===== src/acs_defs.svh =====
`ifndef ACS_DEFS_SVH
`define ACS_DEFS_SVH
// channel count and word layout
`define ACS_CHANNELS      48
`define ACS_RESULT_BITS   12
`define ACS_WORD_BITS     16
// timing in nanoseconds, clock period 10 ns
`define ACS_CLK_PERIOD_NS 10
`define ACS_SETTLE_NS     13600
`define ACS_CONVERT_NS    25000
// settling is a least time: round up
`define ACS_SETTLE_CYC    ((`ACS_SETTLE_NS + `ACS_CLK_PERIOD_NS - 1) / `ACS_CLK_PERIOD_NS)
// conversion time for the approximation pacing, per bit
`define ACS_BIT_CYC       ((`ACS_CONVERT_NS / `ACS_CLK_PERIOD_NS) / `ACS_RESULT_BITS)
`endif


===== src/acs_pkg.sv =====
`include "acs_defs.svh"
package acs_pkg;
  typedef enum logic [2:0] {
    ACS_IDLE   = 3'b000,
    ACS_SETTLE = 3'b001,
    ACS_CONV   = 3'b010,
    ACS_SHIFT  = 3'b011
  } acs_state_t;
endpackage


===== src/acs_sar.sv =====
`timescale 1ns/1ps
`include "acs_defs.svh"
// ==========================================
// successive approximation register
module acs_sar
  import acs_pkg::*;
#(
  parameter int BITS    = `ACS_RESULT_BITS,
  parameter int BIT_CYC = `ACS_BIT_CYC
) (
  input  wire logic            clock,
  input  wire logic            rstn,
  input  wire logic            start,
  input  wire logic            comp_high,
  output logic [BITS-1:0]      dac_code,
  output logic [BITS-1:0]      result,
  output logic                 done
);
  typedef struct packed {
    logic [BITS-1:0] trial;
    logic [BITS-1:0] mask;
    logic [15:0]     pace;
    logic            busy;
    logic [BITS-1:0] res;
    logic            done;
  } acs_sar_st_t;

  acs_sar_st_t s;
  acs_sar_st_t next_s;

  // keep the trial bit only when the input is above the trial level
  function automatic logic [BITS-1:0] decide(
    input logic [BITS-1:0] trial,
    input logic [BITS-1:0] mask,
    input logic            above
  );
    return above ? trial : (trial & ~mask);
  endfunction

  always_comb begin
    next_s = s;
    next_s.done = 1'b0;
    if (start && !s.busy) begin
      next_s.busy  = 1'b1;
      next_s.mask  = {1'b1, {(BITS-1){1'b0}}};
      next_s.trial = {1'b1, {(BITS-1){1'b0}}};
      next_s.pace  = 16'h0000;
    end else if (s.busy) begin
      if (s.pace == 16'(BIT_CYC - 1)) begin
        next_s.pace = 16'h0000;
        next_s.trial = decide(s.trial, s.mask, comp_high);
        if (s.mask[0]) begin
          next_s.busy = 1'b0;
          next_s.res  = decide(s.trial, s.mask, comp_high);
          next_s.done = 1'b1;
        end else begin
          next_s.mask  = s.mask >> 1;
          next_s.trial = decide(s.trial, s.mask, comp_high) | (s.mask >> 1);
        end
      end else begin
        next_s.pace = s.pace + 16'h0001;
      end
    end
  end

  always_ff @(posedge clock or negedge rstn) begin
    if (!rstn) begin
      s <= '0;
    end else begin
      s <= next_s;
    end
  end

  assign dac_code = s.trial;
  assign result   = s.res;
  assign done     = s.done;
endmodule


===== src/acs_seq.sv =====
`timescale 1ns/1ps
// What this block does
// - route 48 channels into one converter
// - close switch at an even slot start when idle
// - wait 13.6 us settling before convert
// - 12-bit successive approximation in 25 us
// - whole conversion fits one slot
// - shift result out in low 12 bits
`include "acs_defs.svh"
module acs_seq
  import acs_pkg::*;
#(
  parameter int CHANNELS   = `ACS_CHANNELS,
  parameter int SETTLE_CYC = `ACS_SETTLE_CYC,
  parameter int BIT_CYC    = `ACS_BIT_CYC
) (
  input  wire logic                    clock,
  input  wire logic                    rstn,
  input  wire logic                    slot_start,
  input  wire logic                    slot_even,
  input  wire logic                    comp_high_pin,
  output logic [5:0]                   mux_select,
  output logic                         mux_close,
  output logic                         convert_cmd,
  output logic [`ACS_RESULT_BITS-1:0]  dac_code,
  output logic                         serial_data,
  output logic                         serial_shift,
  output logic                         serial_load,
  output logic                         slot_overrun
);
  // =============================
  // word layout
  localparam int RES_BITS  = `ACS_RESULT_BITS;
  localparam int WORD_BITS = `ACS_WORD_BITS;
  localparam int PAD_BITS  = WORD_BITS - RES_BITS;

  // =============================
  // state
  typedef struct packed {
    acs_state_t                 state;
    logic [5:0]                 chan;
    logic                       close;
    logic [15:0]                count;
    logic                       conv;
    logic [`ACS_WORD_BITS-1:0]  word;
    logic [4:0]                 bits_left;
    logic                       sdata;
    logic                       sshift;
    logic                       sload;
    logic                       overrun;
    logic [1:0]                 comp_sync;
    logic [`ACS_RESULT_BITS-1:0] dac;
  } acs_seq_st_t;

  acs_seq_st_t s;
  acs_seq_st_t next_s;
  logic [`ACS_RESULT_BITS-1:0] sar_result;
  logic [`ACS_RESULT_BITS-1:0] sar_code;
  logic                        sar_done;

  // =============================
  // helpers
  // an even slot start is the only request taken
  function automatic logic even_start(
    input logic start,
    input logic even
  );
    return start && even;
  endfunction

  // switch and converter are tied up from closure to result
  function automatic logic converting(
    input acs_state_t st
  );
    return (st == ACS_SETTLE) || (st == ACS_CONV);
  endfunction

  // a slot boundary inside a conversion, or an even slot refused while busy
  function automatic logic slot_clash(
    input logic       start,
    input logic       even,
    input acs_state_t st
  );
    return (start && converting(st)) || (even_start(start, even) && (st != ACS_IDLE));
  endfunction

  function automatic logic settled(
    input logic [15:0] count
  );
    return count == 16'(SETTLE_CYC - 1);
  endfunction

  function automatic logic [5:0] next_channel(
    input logic [5:0] chan
  );
    return (chan == 6'(CHANNELS - 1)) ? 6'h00 : chan + 6'h01;
  endfunction

  // result in the low bits, zero padding above
  function automatic logic [WORD_BITS-1:0] pack_word(
    input logic [RES_BITS-1:0] result
  );
    return {{PAD_BITS{1'b0}}, result};
  endfunction

  function automatic logic word_sent(
    input logic [4:0] left
  );
    return left == 5'h00;
  endfunction

  function automatic logic [WORD_BITS-1:0] shift_step(
    input logic [WORD_BITS-1:0] word
  );
    return {word[WORD_BITS-2:0], 1'b0};
  endfunction

  // pin sample moves one stage per clock
  function automatic logic [1:0] sync_step(
    input logic [1:0] sync,
    input logic       pin
  );
    return {sync[0], pin};
  endfunction

  // =============================
  // converter
  acs_sar #(
    .BITS    (`ACS_RESULT_BITS),
    .BIT_CYC (BIT_CYC)
  ) u_sar (
    .clock     (clock),
    .rstn      (rstn),
    .start     (s.conv),
    .comp_high (s.comp_sync[1]),
    .dac_code  (sar_code),
    .result    (sar_result),
    .done      (sar_done)
  );

  // =============================
  // sequencing
  always_comb begin
    next_s = s;
    next_s.comp_sync = sync_step(s.comp_sync, comp_high_pin);
    next_s.conv      = 1'b0;
    next_s.sshift    = 1'b0;
    next_s.sload     = 1'b0;
    next_s.dac       = sar_code;
    // slot clashes stay flagged until reset
    if (slot_clash(slot_start, slot_even, s.state)) begin
      next_s.overrun = 1'b1;
    end
    unique case (s.state)
      ACS_IDLE: begin
        if (even_start(slot_start, slot_even)) begin
          next_s.close = 1'b1;
          next_s.count = 16'h0000;
          next_s.state = ACS_SETTLE;
        end
      end

      ACS_SETTLE: begin
        if (settled(s.count)) begin
          next_s.conv  = 1'b1;
          next_s.state = ACS_CONV;
        end else begin
          next_s.count = s.count + 16'h0001;
        end
      end

      ACS_CONV: begin
        // the switch stays closed until the result is in
        if (sar_done) begin
          next_s.close     = 1'b0;
          next_s.word      = pack_word(sar_result);
          next_s.bits_left = 5'(WORD_BITS);
          next_s.state     = ACS_SHIFT;
        end
      end

      ACS_SHIFT: begin
        if (word_sent(s.bits_left)) begin
          next_s.sload = 1'b1;
          next_s.chan  = next_channel(s.chan);
          next_s.state = ACS_IDLE;
        end else begin
          // msb first so the result lands in the low bits
          next_s.sdata     = s.word[WORD_BITS-1];
          next_s.sshift    = 1'b1;
          next_s.word      = shift_step(s.word);
          next_s.bits_left = s.bits_left - 5'h01;
        end
      end

      default: begin
        next_s.close = 1'b0;
        next_s.state = ACS_IDLE;
      end
    endcase
  end

  // =============================
  // registers
  always_ff @(posedge clock or negedge rstn) begin
    if (!rstn) begin
      s <= '0;
    end else begin
      s <= next_s;
    end
  end

  // =============================
  // outputs
  assign mux_select   = s.chan;
  assign mux_close    = s.close;
  assign convert_cmd  = s.conv;
  assign dac_code     = s.dac;
  assign serial_data  = s.sdata;
  assign serial_shift = s.sshift;
  assign serial_load  = s.sload;
  assign slot_overrun = s.overrun;
endmodule


===== config.mk =====
export PLATFORM = sky130hd
export DESIGN_NAME = acs_seq
export DESIGN_NICKNAME = d
export VERILOG_FILES = /design/src/acs_pkg.sv /design/src/acs_sar.sv /design/src/acs_seq.sv
export VERILOG_INCLUDE_DIRS = /design/src
export SDC_FILE = /design/constraint.sdc
export NUM_CORES = 1
export LEC_CHECK = 0
export BUFFER_PORTS_ARGS = -buffer_cell sky130_fd_sc_hd__buf_2
export CORE_ASPECT_RATIO = 0.8
export CORE_MARGIN = 3
export CORE_UTILIZATION = 60
export DETAILED_ROUTE_END_ITERATION = 8
export PLACE_DENSITY = 0.88
export SLEW_MARGIN = 5
export SYNTH_ARGS = -nofsm -noshare
export SYNTH_HDL_FRONTEND = slang
export SYNTH_SLANG_ARGS = --single-unit

===== constraint.sdc =====
create_clock -name clock -period 6.6 [get_ports clock]
set_input_delay 0.99 -clock clock [delete_from_list [all_inputs] [get_ports clock]]
set_output_delay 0.99 -clock clock [all_outputs]
set_load 0.05 [all_outputs]

# Word level (Yosys, flattened, before mapping)

Cells that the tools add are included.

Flip-flop bits (word level): 120
Input port bits: 5

Add/sub/neg operators: 4
Eq/ne operators: 13
Muxes and demuxes: 27
Bitwise gates (word level): 6
Reduce and logical (&&, ||, !) cells: 24

Operators with widths:

| operator                | number |
|---|---|
| $mux W54                | 1 |
| $mux W24                | 2 |
| $pmux W21 S2            | 1 |
| $mux W41                | 1 |
| $add A16 B1 Y16 const B | 2 |
| $mux W16                | 2 |
| $pmux W16 S2            | 1 |
| $mux W14                | 2 |
| $mux W23                | 1 |
| $mux W21                | 1 |
| $mux W17                | 1 |
| $eq A16 B11 Y1 const B  | 1 |
| $eq A16 B8 Y1 const B   | 1 |
| $and A12 B12 Y12        | 1 |
| $mux W12                | 1 |
| $not A12 Y12            | 1 |
| $or A12 B11 Y12         | 1 |
| $pmux W3 S4             | 1 |
| $reduce_and A3 Y1       | 4 |
| $ne A2 B2 Y1 const B    | 5 |
| $mux W3                 | 3 |
| $mux W9                 | 1 |
| $reduce_and A4 Y1       | 2 |
| $reduce_bool A2 Y1      | 4 |
| 19 further kinds        | 33 |

# Depth between registers and ports, before layout

Gate-level depths: netlist (run 1).

Depth after elaboration: 8
Gate-level depth with buffers: 8

# Cells and area by module

From an unflattened synthesis (run 1), not the netlist that was laid out.

Cells, all modules: 582
Area, all modules: 5920.7 um^2

Modules (own cells, without submodules):

| module  | instances | cells each | area each (um^2) | seq. area each (um^2) |
|---|---|---|---|---|
| acs_seq | 1         | 291        | 3188.1           | 1626.6 |
| acs_sar | 1         | 291        | 2732.6           | 1351.3 |

# Worst setup path before layout (run 1)

No wires, ideal clock.

Path type: input to register
Start point: in slot_start
End point: reg s[55] in the netlist's numbering
Setup time: 0.084 ns
Arrival: 2.181 ns
Slack: 4.335 ns
Stages on the path: 5
Cell sequence: a21boi_1 > or2_2 > buf_2 > or4_1 > a21boi_0

Longest elaborated chain between the ends: 3

Ends and longest elaborated chain:

| what                        | line           | RTL |
|---|---|---|
| from (decl)                 | acs_seq.sv:19  | `input wire logic slot_start,` |
| $logic_and A1 B1 Y1         | acs_seq.sv:68  | `return start && even;` |
| $ne A2 B2 Y1 (no line)      | n/a            |  |
| $reduce_and A3 Y1 (no line) | n/a            |  |
| to (signal assigned)        | acs_seq.sv:209 | `s <= next_s;` |
| to (decl)                   | acs_seq.sv:55  | `acs_seq_st_t s;` |

No other way between the ends.
A chain may end at the register's enable or synchronous reset.

# Worst setup path in the final report (run 1)

Start point: reg u_sar.s[13] in the netlist's numbering
End point: reg u_sar.s[21] in the netlist's numbering

Longest elaborated chain between the ends: 3
Elaborated cells between the ends (all ways): 4

Ends and longest elaborated chain:

| what                                                  | line          | RTL |
|---|---|---|
| from (decl)                                           | acs_sar.sv:28 | `acs_sar_st_t s;` |
| from (signal assigned)                                | acs_sar.sv:70 | `s <= next_s;` |
| $logic_not A1 Y1                                      | acs_sar.sv:43 | `if (start && !s.busy) begin` |
| $logic_and A1 B1 Y1                                   | acs_sar.sv:43 |  |
| $mux W41 / $reduce_bool A2 Y1 (equally long branches) | n/a           |  |

Several ways; a longest one is shown, not always the timed one.

==> results of run 1 <==
layer usage:
| layer | GRT usage, % | wire [µm] |
|---|---|---|
| met1 | 34.3 | 5510 |
| met2 | 38.9 | 6090 |
| met3 | 6.92 | 951 |
| met4 | 9.74 | 289 |
| met5 | 0 | 0 |
worst max-delay path, cell delays in order (launching register included):
cell and delay [ns]:
dfrtp_1 0.83, clkinv_1 0.49, a41oi_2 0.78, o21ai_0 0.26
a31oi_1 0.22
synthesized netlist by cell type, types with 3 or more instances:
cell | count | area (µm²)
buf_4 | 19 | 143
xnor2_1 | 3 | 26.3
and4_1 | 4 | 35.0
buf_2 | 7 | 35.0
a21o_1 | 4 | 30.0
or4_1 | 3 | 22.5
o22ai_1 | 5 | 31.3
and2_1 | 6 | 37.5
dfrtp_1 | 119 | 2980
o21bai_1 | 4 | 30.0
nor3_1 | 10 | 50.1
and3_1 | 9 | 56.3
a22oi_1 | 10 | 75.1
a31oi_1 | 17 | 106
inv_1 | 15 | 56.3
mux2_4 | 9 | 135
nor2_1 | 14 | 52.6
a21oi_1 | 24 | 120
mux2i_1 | 8 | 80.1
clkbuf_1 | 20 | 75.1
o2bb2ai_1 | 11 | 96.3
o21ai_0 | 24 | 120
nand3_1 | 20 | 100
a21boi_0 | 13 | 97.6
nand2_1 | 77 | 289
or3_1 | 3 | 18.8
nand4_1 | 15 | 93.8
mux2_2 | 5 | 56.3
o31ai_1 | 5 | 37.5
a41oi_1 | 5 | 43.8
nor4_1 | 3 | 18.8
and4b_2 | 3 | 33.8
a22o_1 | 3 | 26.3
ha_1 | 9 | 113
o211ai_1 | 9 | 67.6
cell type report:
class	count	area, µm²
multi-input combinational	375	2550
inverter	17	63.8
sequential	119	2980
clock buffer	24	482
tap	115	144
fill	618	2820
clock inverter	8	72.6
timing repair buffer	30	158
stage by stage:
stage	power [mW]	worst slack, ns
2_1_floorplan	1.15	4.33
5_1_grt	2.17	3.75
3_5_place_dp	1.23	4.07
6_report	2.09	3.94
4_1_cts	2.09	4.00
3_3_place_gp	1.21	4.15
where the power goes:
group | total, mW | switching, mW | internal, mW | leakage, nW
Clock | 0.860 | 0.317 | 0.544 | 0.266
Combinational | 0.401 | 0.270 | 0.131 | 1.09
Sequential | 0.827 | 0.0509 | 0.776 | 1.63
Total | 2.09 | 0.638 | 1.45 | 2.99
path summary, 6_finish.rpt:
check                                 to  slack (ns)  depth (start not counted)
max                          u_sar.s[21]        3.94                          4
min                          dac_code[6]        0.40                          0
max reg2reg                  u_sar.s[21]        3.94                          4
min reg2reg                  dac_code[6]        0.40                          0
max in group asynchronous    dac_code[9]        4.72                          2
min in group asynchronous  mux_select[5]        0.55                          1
flip-flops by register name, summed over array words and instances, names as in the netlist, 6 cells and up:
signal	count
s	40
u_sar.s	29
dac_code	12
u_sar.dac_code	12
u_sar.result	12
mux_select	6
cell families (layout without fill, tap and decap cells):
family	Yosys count	count (layout)
fa+ha+maj	9	9
compound gates	151	151
xor+xnor	5	5
buf+inv	66	79
mux	22	22
flops	119	119
simple gates	188	188
==> summary.md, run 1 <==
| Metric | Value |
|---|---|
| First-pass GRT wire length | approximately 21 mm |
| Nets | 574 |
| Hold path start | u_sar.dac_code[6] |
| Diode count | 0 |
| Routability cong. | around 0.86 |
| Post-synthesis compound-gate area fraction | approximately 18% |
| F_max | between 300 and 400 MHz |
| Net count after synthesis | between 500 and 600 |
| Drt wl/cell | ~19 µm |
| Post-DP HPWL | 8.21 mm |
| Starting Density | between 60% and 70% |
| WP data required | around 6.9 ns |
| Fin Hold WS | ~0.4 ns |
| Adder-cell share of the synthesized area | 1.92% |
| Clk_lat worst skew | ~0.42 ns |
| Final WL | about 13 mm |
| EDFF count, synth | 0 |
| Syn_area_per_cell | roughly 10 µm² |
| Worst-path clk slew | ~0.050 ns |
| Kind of start point of the critical path | flip-flop |
| Tot GR Track Use | ~25% |
| Fin crit share | between 40% and 50% |
| Final Slew Violations | 0 |
| CTS sink count | about 120 |
| Cell Count, Final, Fillers Out | 688 |
| Netlist cell types | 68 |
| PostCTS Resize Cnt | 0 |
| # Max-Cap Violations | 0 |
| Post-Syn Instances | 560 |
| Period minus WS final | roughly 2.7 ns |
| Post-Syn Area | just under 6000 µm² |
| Starting DRC count in detailed routing | 714 |
| TNS Setup | 0 ns |
| P per Cell Area | about 320 nW/µm² |
| Critical R2R Launch | u_sar.s[13] |
| Status | complete, no violations |
| FFs w/ async S/R, synth | 100% |
| Hold-fix buffers, CTS | 0 |
| CTS tree | done |
| Final ANT Viol Nets | 0 |
| CP max FO | 23 |
| Final Cell Area | 6450 µm² |
| Die footprint | around 11000 µm² |
| Initial antenna violation count | 0 |
| Number of global-route vias before repair | around 4300 |
| Peak supply drop | between 200 and 250 µV |
| Hold Fails Final Rpt | 0 |
| Slew Limit Headroom | around 20% |
| Yosys Warn Count | 0 |
| Most common cell after layout, fill and taps aside | dfrtp_1 |
| Most frequent cells in the layout | dfrtp_1, nand2_1, buf_2 |
| Synth Flop Type | dfrtp_1 |
| Die W | 117 µm |
| Leakage | roughly 3 nW |
| Share of cells above drive strength 1 | approximately 16% |
| Placement Rows | 31 |
| Unrepaired setup endpoints after global routing | no |
| Pin count of the biggest net entering global routing | between 70 and 80 |
| Congestion Overflow GR | 0 |
| Residual DRC | 0 |
| Port Buffers | 28 |
| Bufs on Longest Clock Path | 2 |
| Xor/xnor cell area share of the yosys netlist | less than 1% |
| Drt first pass iters | 6 |
| Setup crit end kind | flip-flop |
| Worst EP arrival | approximately 3 ns |
| Largest family of logic cells by synthesized area | compound AO/OA/AOI/OAI gates |
| Post-synthesis simple-gate area fraction | between 10% and 20% |
| Worst hold path type | flip-flop to flip-flop |
| Placeable Area | about 9000 µm² |
| Area Growth Syn to Fin | 9.92% |
| Post-synthesis sequential area ratio | approximately 51% |
| Clk root buf | clkbuf_16 |
| H-tree depth | 4 |
| Yosys reg bits | approximately 120 |
| Post-synthesis mux area share | 4.63% |
| Die outline height | ~94 µm |
| # setup viols final | 0 |
| Worst slew pin tran | 1.19 ns |
| Vias after detailed routing | between 4000 and 5000 |
| Skew final | 0.00910 ns |
| CTS Buf Count | 17 |
| Final core occ | a little over two thirds |
| Via-to-Cell Ratio | 6.65 |
| CP Launch Point | u_sar.s[13] |
| Crit Path Category | flip-flop to flip-flop |
| # IOs | 29 |
| Post-CTS Setup Inserts | 0 |
| Cells after DPL | 656 |
| Post-DP Area | ~6000 µm² |
Note: power is estimated with default switching activity, not from simulation.
==> inputs of run 2 (changes only) <==
- CORE_UTILIZATION: 60 -> 55
- PLACE_DENSITY: 0.88 -> 0.86
- clock period: 6.6 -> 2.4 ns (I/O delays scaled with it)
==> run 2 against run 1 <==
Worst hold slack worse by 0.32 ns. Cell count increased by 6.0%. Combinational power grew to 2.9 times the previous value. Maximum frequency grew 19%. Sequential power grew to 2.8 times the previous value. Highest routed layer unchanged.
==> summary.md, run 2 (same netlist as run 1, synthesis figures left out) <==
| Metric | Value |
|---|---|
| Slew Limit Headroom | 49.2% |
| Sw Pwr | 1.77 mW |
| Bufs on Longest Clock Path | 2 |
| P per Cell Area | approximately 910 nW/µm² |
| Die footprint | ~12000 µm² |
| Hold Fails Final Rpt | 0 |
| Worst R2R End | s[44] |
| Final ANT Viol Nets | 0 |
| Reg2Reg Setup Slack | between 0.15 and 0.2 ns |
| CTS Buf Count | 17 |
| Share of cells above drive strength 1 | 18.5% |
| Clock power frac | 43.0% |
| Crit Path Category | flip-flop to flip-flop |
| Worst-path clk slew | approximately 0.05 ns |
| Largest Register | s |
| Nets | roughly 600 |
| Congestion Overflow GR | 0 |
| CTS sink count | roughly 120 |
| Worst slew pin tran | ~0.75 ns |
| Period minus WS final | approximately 2.2 ns |
| Diode count | 0 |
| Sw Ratio | between 20% and 30% |
| Worst hold path type | input pin to flip-flop |
| Drt wl/cell | ~18 µm |
| Starting DRC count in detailed routing | between 500 and 600 |
| Crit-path slowest cell | a21boi_1 |
| Drt first pass iters | 5 |
| Clk_lat worst skew | approximately 0.41 ns |
| Number of global-route vias before repair | 4533 |
| Pint | approximately 4.3 mW |
| Worst EP arrival | about 2.5 ns |
| Hold path depth | 1 |
| Status | complete, no violations |
| CTS tree | done |
| Most common cell after layout, fill and taps aside | dfrtp_1 |
| CP bufs+invs | 1 |
| F_max | between 400 and 500 MHz |
| Pre-CTS setup slack | ~0.24 ns |
| H-tree depth | 4 |
| CP max FO | 6 |
| Post-DP HPWL | approximately 8.5 mm |
| Area Growth Syn to Fin | 13.8% |
| Final WL | 13.2 mm |
| Worst R2R Path Depth | 6 |
| Kind of start point of the critical path | flip-flop |
| Residual DRC | 0 |
| Clk root buf | clkbuf_16 |
| # setup viols final | 0 |
| Port Buffers | 28 |
| Placement Rows | 33 |
| Leakage | 3.10 nW |
| Fin crit share | between 90 and 100% |
| CP max stage delay | around 0.55 ns |
| Most frequent cells in the layout | dfrtp_1, nand2_1, buf_2 |
| # IOs | 29 |
| Max reg flops | 40 |
| # Max-Cap Violations | 0 |
| Die W | 121 µm |
| Tot GR Track Use | approximately a quarter |
| WHS Endpoint | next_s[13] |
| Die outline height | 98.4 µm |
| Largest registers | s: 40 flops, u_sar.s: 29 flops |
| Skew final | 0.00711 ns |
| Vias after detailed routing | between 4000 and 5000 |
| CP Launch Point | s[63] |
| Critical R2R Launch | s[63] |
| WP data required | 2.70 ns |
| Post-CTS Setup Inserts | 0 |
| Slack of the critical path | 0.160 ns |
| Setup crit end kind | flip-flop |
| Comb pwr share | between 10% and 20% |
| Pin count of the biggest net entering global routing | slightly above 50 |
| TNS Setup | 0 ns |
| Starting Density | around 57% |
| Via-to-Cell Ratio | about 6.3 |
| Peak supply drop | ~460 µV |
| Placeable Area | between 10000 and 15000 µm² |
| Final Slew Violations | 0 |
| First-pass GRT wire length | 22.5 mm |
| Routability cong. | between 0.9 and 1 |
| Unrepaired setup endpoints after global routing | no |
| Crit-path leading delay family | compound AO/OA/AOI/OAI gates |
| Hold path start | comp_high_pin |
| Fin Hold WS | around 0.084 ns |
| Initial antenna violation count | 0 |
| Flop pwr share | between 30 and 40% |
| Cells traversed along the worst timing path | inv_1 > ha_1 > a21boi_1 > nor2_1 > and4b_2 > a211o_2 |
[run 2: cell count changes in the layout (fill, tap and decap cells not counted), sizes merged]
cell	previous run	this run
buf	30	46
clkinvlp	3	1
dlygate4sd3	0	1
bufinv	1	4
clkinv	6	7
clkbuf	24	21
[run 2: cell type report]
type / count / area (µm²)
fill: 768 / 3650
sequential: 119 / 2980
multi-input combinational: 375 / 2550
clock buffer: 21 / 450
timing repair buffer: 47 / 300
tap: 140 / 175
clock inverter: 10 / 153
inverter: 17 / 63.8
[run 2: worst max path at each step]
stage,end,slack [ns],cells past startpoint
final,s[44],0.16,6
after global routing,s[44],0.02,6
after CTS,u_sar.dac_code[2],0.15,5
after detailed placement,s[44],0.24,6
after global placement,u_sar.dac_code[8],0.31,5
after floorplan,s[55],0.35,7
[run 2: power by group through the flow]
stage	clock, mW	combinational, mW	sequential, mW
2_1_floorplan	0	0.842	2.33
3_3_place_gp	0	1.10	2.29
4_1_cts	2.65	1.17	2.28
3_5_place_dp	0	1.15	2.31
6_report	2.61	1.18	2.28
5_1_grt	2.74	1.27	2.30
[run 2: routing by layer]
layer,track usage (%),wire (µm),vias to the layer above
li1,-,-,2085
met1,32.4,5760,2269
met2,36.6,6420,193
met3,5.67,857,24
met4,8.35,175,0
met5,0,0,-
[run 2: per-stage QoR]
step	instance area, µm²	power [mW]	cells	utilization (%)
after CTS	6670	6.09	729	64.6
after floorplan	5870	3.17	560	-
after detailed placement	6060	3.45	697	58.7
final	6680	6.07	729	64.7
after global placement	6060	3.39	697	58.7
after global routing	6680	6.31	729	64.7
[run 2: timing repair]
item	4_1_cts	5_1_grt
setup endpoints to repair	0	6
hold buffers	1	0
hold endpoints to repair	35	0
resized for setup	0	1
==> inputs of run 3 (changes only) <==
- CORE_MARGIN: 3 -> 2
==> run 3 against run 2 <==
Routed wire length decreased by 2.8%. Clock skew barely moved. Die area decreased by 3.6%. Clock power shrank 7%. Cell count is 0.14% lower. Combinational power about the same. Total power shrank 2.7%. Maximum frequency increased by 0.81%. First-iteration DRC count down 25%. Non-clock buffer count down 1. Register-to-register slack gained 0.02 ns. Largest power group unchanged. Highest routed layer unchanged.
==> summary.md, run 3 (same netlist as run 1, synthesis figures left out) <==
| Metric | Value |
|---|---|
| Status | complete, no violations |
| # IOs | 29 |
| Die W | roughly 120 µm |
| Clk_lat worst skew | 0.41 ns |
| Final WL | about 13 mm |
| Placement Rows | 33 |
| Flop pwr share | between 30 and 40% |
| Final core occ | roughly 64% |
| Peak supply drop | approximately 430 µV |
| Drt wl/cell | roughly 18 µm |
| Residual DRC | 0 |
| Final Slew Violations | 0 |
| Drt first pass iters | 5 |
| Crit Path Category | flip-flop to flip-flop |
| Sw Pwr | approximately 1.8 mW |
| Vias after detailed routing | approximately 4500 |
| Diode count | 0 |
| TNS Setup | 0 ns |
| Clk root buf | clkbuf_16 |
| CP max stage delay | between 0.4 and 0.5 ns |
| Most common cell after layout, fill and taps aside | dfrtp_1 |
| Bufs on Longest Clock Path | 2 |
| # Max-Cap Violations | 0 |
| Pre-CTS setup slack | about 0.094 ns |
| Largest registers | s: 40 flops, u_sar.s: 29 flops |
| Worst hold path type | input pin to flip-flop |
| CTS sink count | 119 |
| # setup viols final | 0 |
| Max reg flops | 40 |
| Slack of the critical path | 0.178 ns |
| Final ANT Viol Nets | 0 |
| Setup crit end kind | flip-flop |
| Post-DP Area | roughly 6100 µm² |
| Via-to-Cell Ratio | 6.16 |
| Starting DRC count in detailed routing | between 300 and 400 |
| Unrepaired setup endpoints after global routing | no |
| Most frequent cells in the layout | dfrtp_1, nand2_1, buf_2 |
| Pint | 4.14 mW |
| Die footprint | around 12000 µm² |
| Initial antenna violation count | 0 |
| F_max | between 400 and 500 MHz |
| Nets | 590 |
| Number of global-route vias before repair | 4504 |
| P per Cell Area | 890 nW/µm² |
| Tot GR Track Use | between 20% and 30% |
| Crit-path leading delay family | simple AND/OR/NAND/NOR gates |
| Crit-path slowest cell | a2111oi_4 |
| CP bufs+invs | 0 |
| CTS tree | done |
| H-tree depth | 4 |
| WP data required | 2.69 ns |
| Largest Register | s |
| Leakage | 3.07 nW |
| CP max FO | 10 |
| Worst EP arrival | between 2 and 3 ns |
| Kind of start point of the critical path | flip-flop |
| Comb pwr share | 19.9% |
| Hold Fails Final Rpt | 0 |
| Port Buffers | 28 |
| Worst-path clk slew | around 0.05 ns |
| Final Cell Area | roughly 6600 µm² |
| First-pass GRT wire length | around 22 mm |
| Starting Density | a little under three fifths |
| CTS Buf Count | 17 |
| Die outline height | 96.4 µm |
| Placeable Area | between 10000 and 15000 µm² |
| Slew Limit Headroom | about three fifths |
| Share of cells above drive strength 1 | between 10% and 20% |
| Sw Ratio | around 30% |
| Worst slew pin tran | a little over 0.6 ns |
| Layout fillers | 741 |
| Skew final | 0.00681 ns |
| Routability cong. | 0.882 |
| Fin Hold WS | around 0.085 ns |
| Congestion Overflow GR | 0 |
| Area Growth Syn to Fin | 13.2% |
| Cells traversed along the worst timing path | ha_1 > and3_1 > nand4_4 > a2111oi_4 > mux2_4 |
| Post-DP HPWL | 8.56 mm |
| Fin crit share | between 90% and 100% |
| Clock power frac | about two fifths |
| Pin count of the biggest net entering global routing | 51 |
| Period minus WS final | roughly 2.2 ns |
==> run 3: cell types whose count changed in the layout (fill, tap and decap cells not counted), moves of 2 or more <==
cell,before,now
clkinv_2,5,3
clkinvlp_4,1,3
clkbuf_8,1,3
bufinv_16,4,2
==> run 3: path summary, 6_finish.rpt <==
| path | start | endpoint | slack (ns) | cells after the start |
|---|---|---|---|---|
| max | s[40] | s[64] | 0.18 | 5 |
| min | comp_high_pin | next_s[13] | 0.09 | 1 |
| max reg2reg | s[40] | s[64] | 0.18 | 5 |
| min reg2reg | next_s[13] | s[13] | 0.36 | 0 |
| max in group asynchronous | rstn | u_sar.s[38] | 1.29 | 3 |
| min in group asynchronous | rstn | u_sar.s[22] | 0.45 | 2 |
==> run 3: what timing repair did <==
item / in CTS / in global routing
setup buffers: 0 / 0
hold buffers: 1 / 0
gates resized for setup: 0 / 1
endpoints found under the setup margin: 0 / 2
hold endpoints to repair: 32 / 0
==> run 3: final cells by class <==
| type | count | area, µm² | area share (%) |
|---|---|---|---|
| tap | 140 | 175 | 2.64 |
| clock buffer | 23 | 478 | 7.20 |
| multi-input combinational | 375 | 2550 | 38.5 |
| clock inverter | 8 | 97.6 | 1.47 |
| sequential | 119 | 2980 | 44.8 |
| timing repair buffer | 46 | 293 | 4.41 |
| inverter | 17 | 63.8 | 0.961 |
==> run 3: metal layers <==
metal,GRT usage (%),routed length (µm),part of all wire [%],vias to the layer above
met5,0,0,0,-
met4,9.12,232,1.8,0
met3,6.92,752,5.9,28
met2,38.1,6070,47,149
met1,32.0,5780,45,2219
li1,-,-,-,2091
==> run 3: power groups by stage <==
stage               logic (mW)  clock network, mW  registers [mW]
finish                    1.18               2.44            2.29
global route              1.27               2.59            2.30
CTS                       1.17               2.47            2.28
detailed placement        1.15                  0            2.31
global placement          1.09                  0            2.29
floorplan                0.842                  0            2.33
==> run 3: per-stage QoR <==
step / std cells / power [mW]
after floorplan: 560 / 3.17
after global placement: 696 / 3.37
after detailed placement: 696 / 3.46
after CTS: 728 / 5.93
after global routing: 728 / 6.16
final: 728 / 5.91
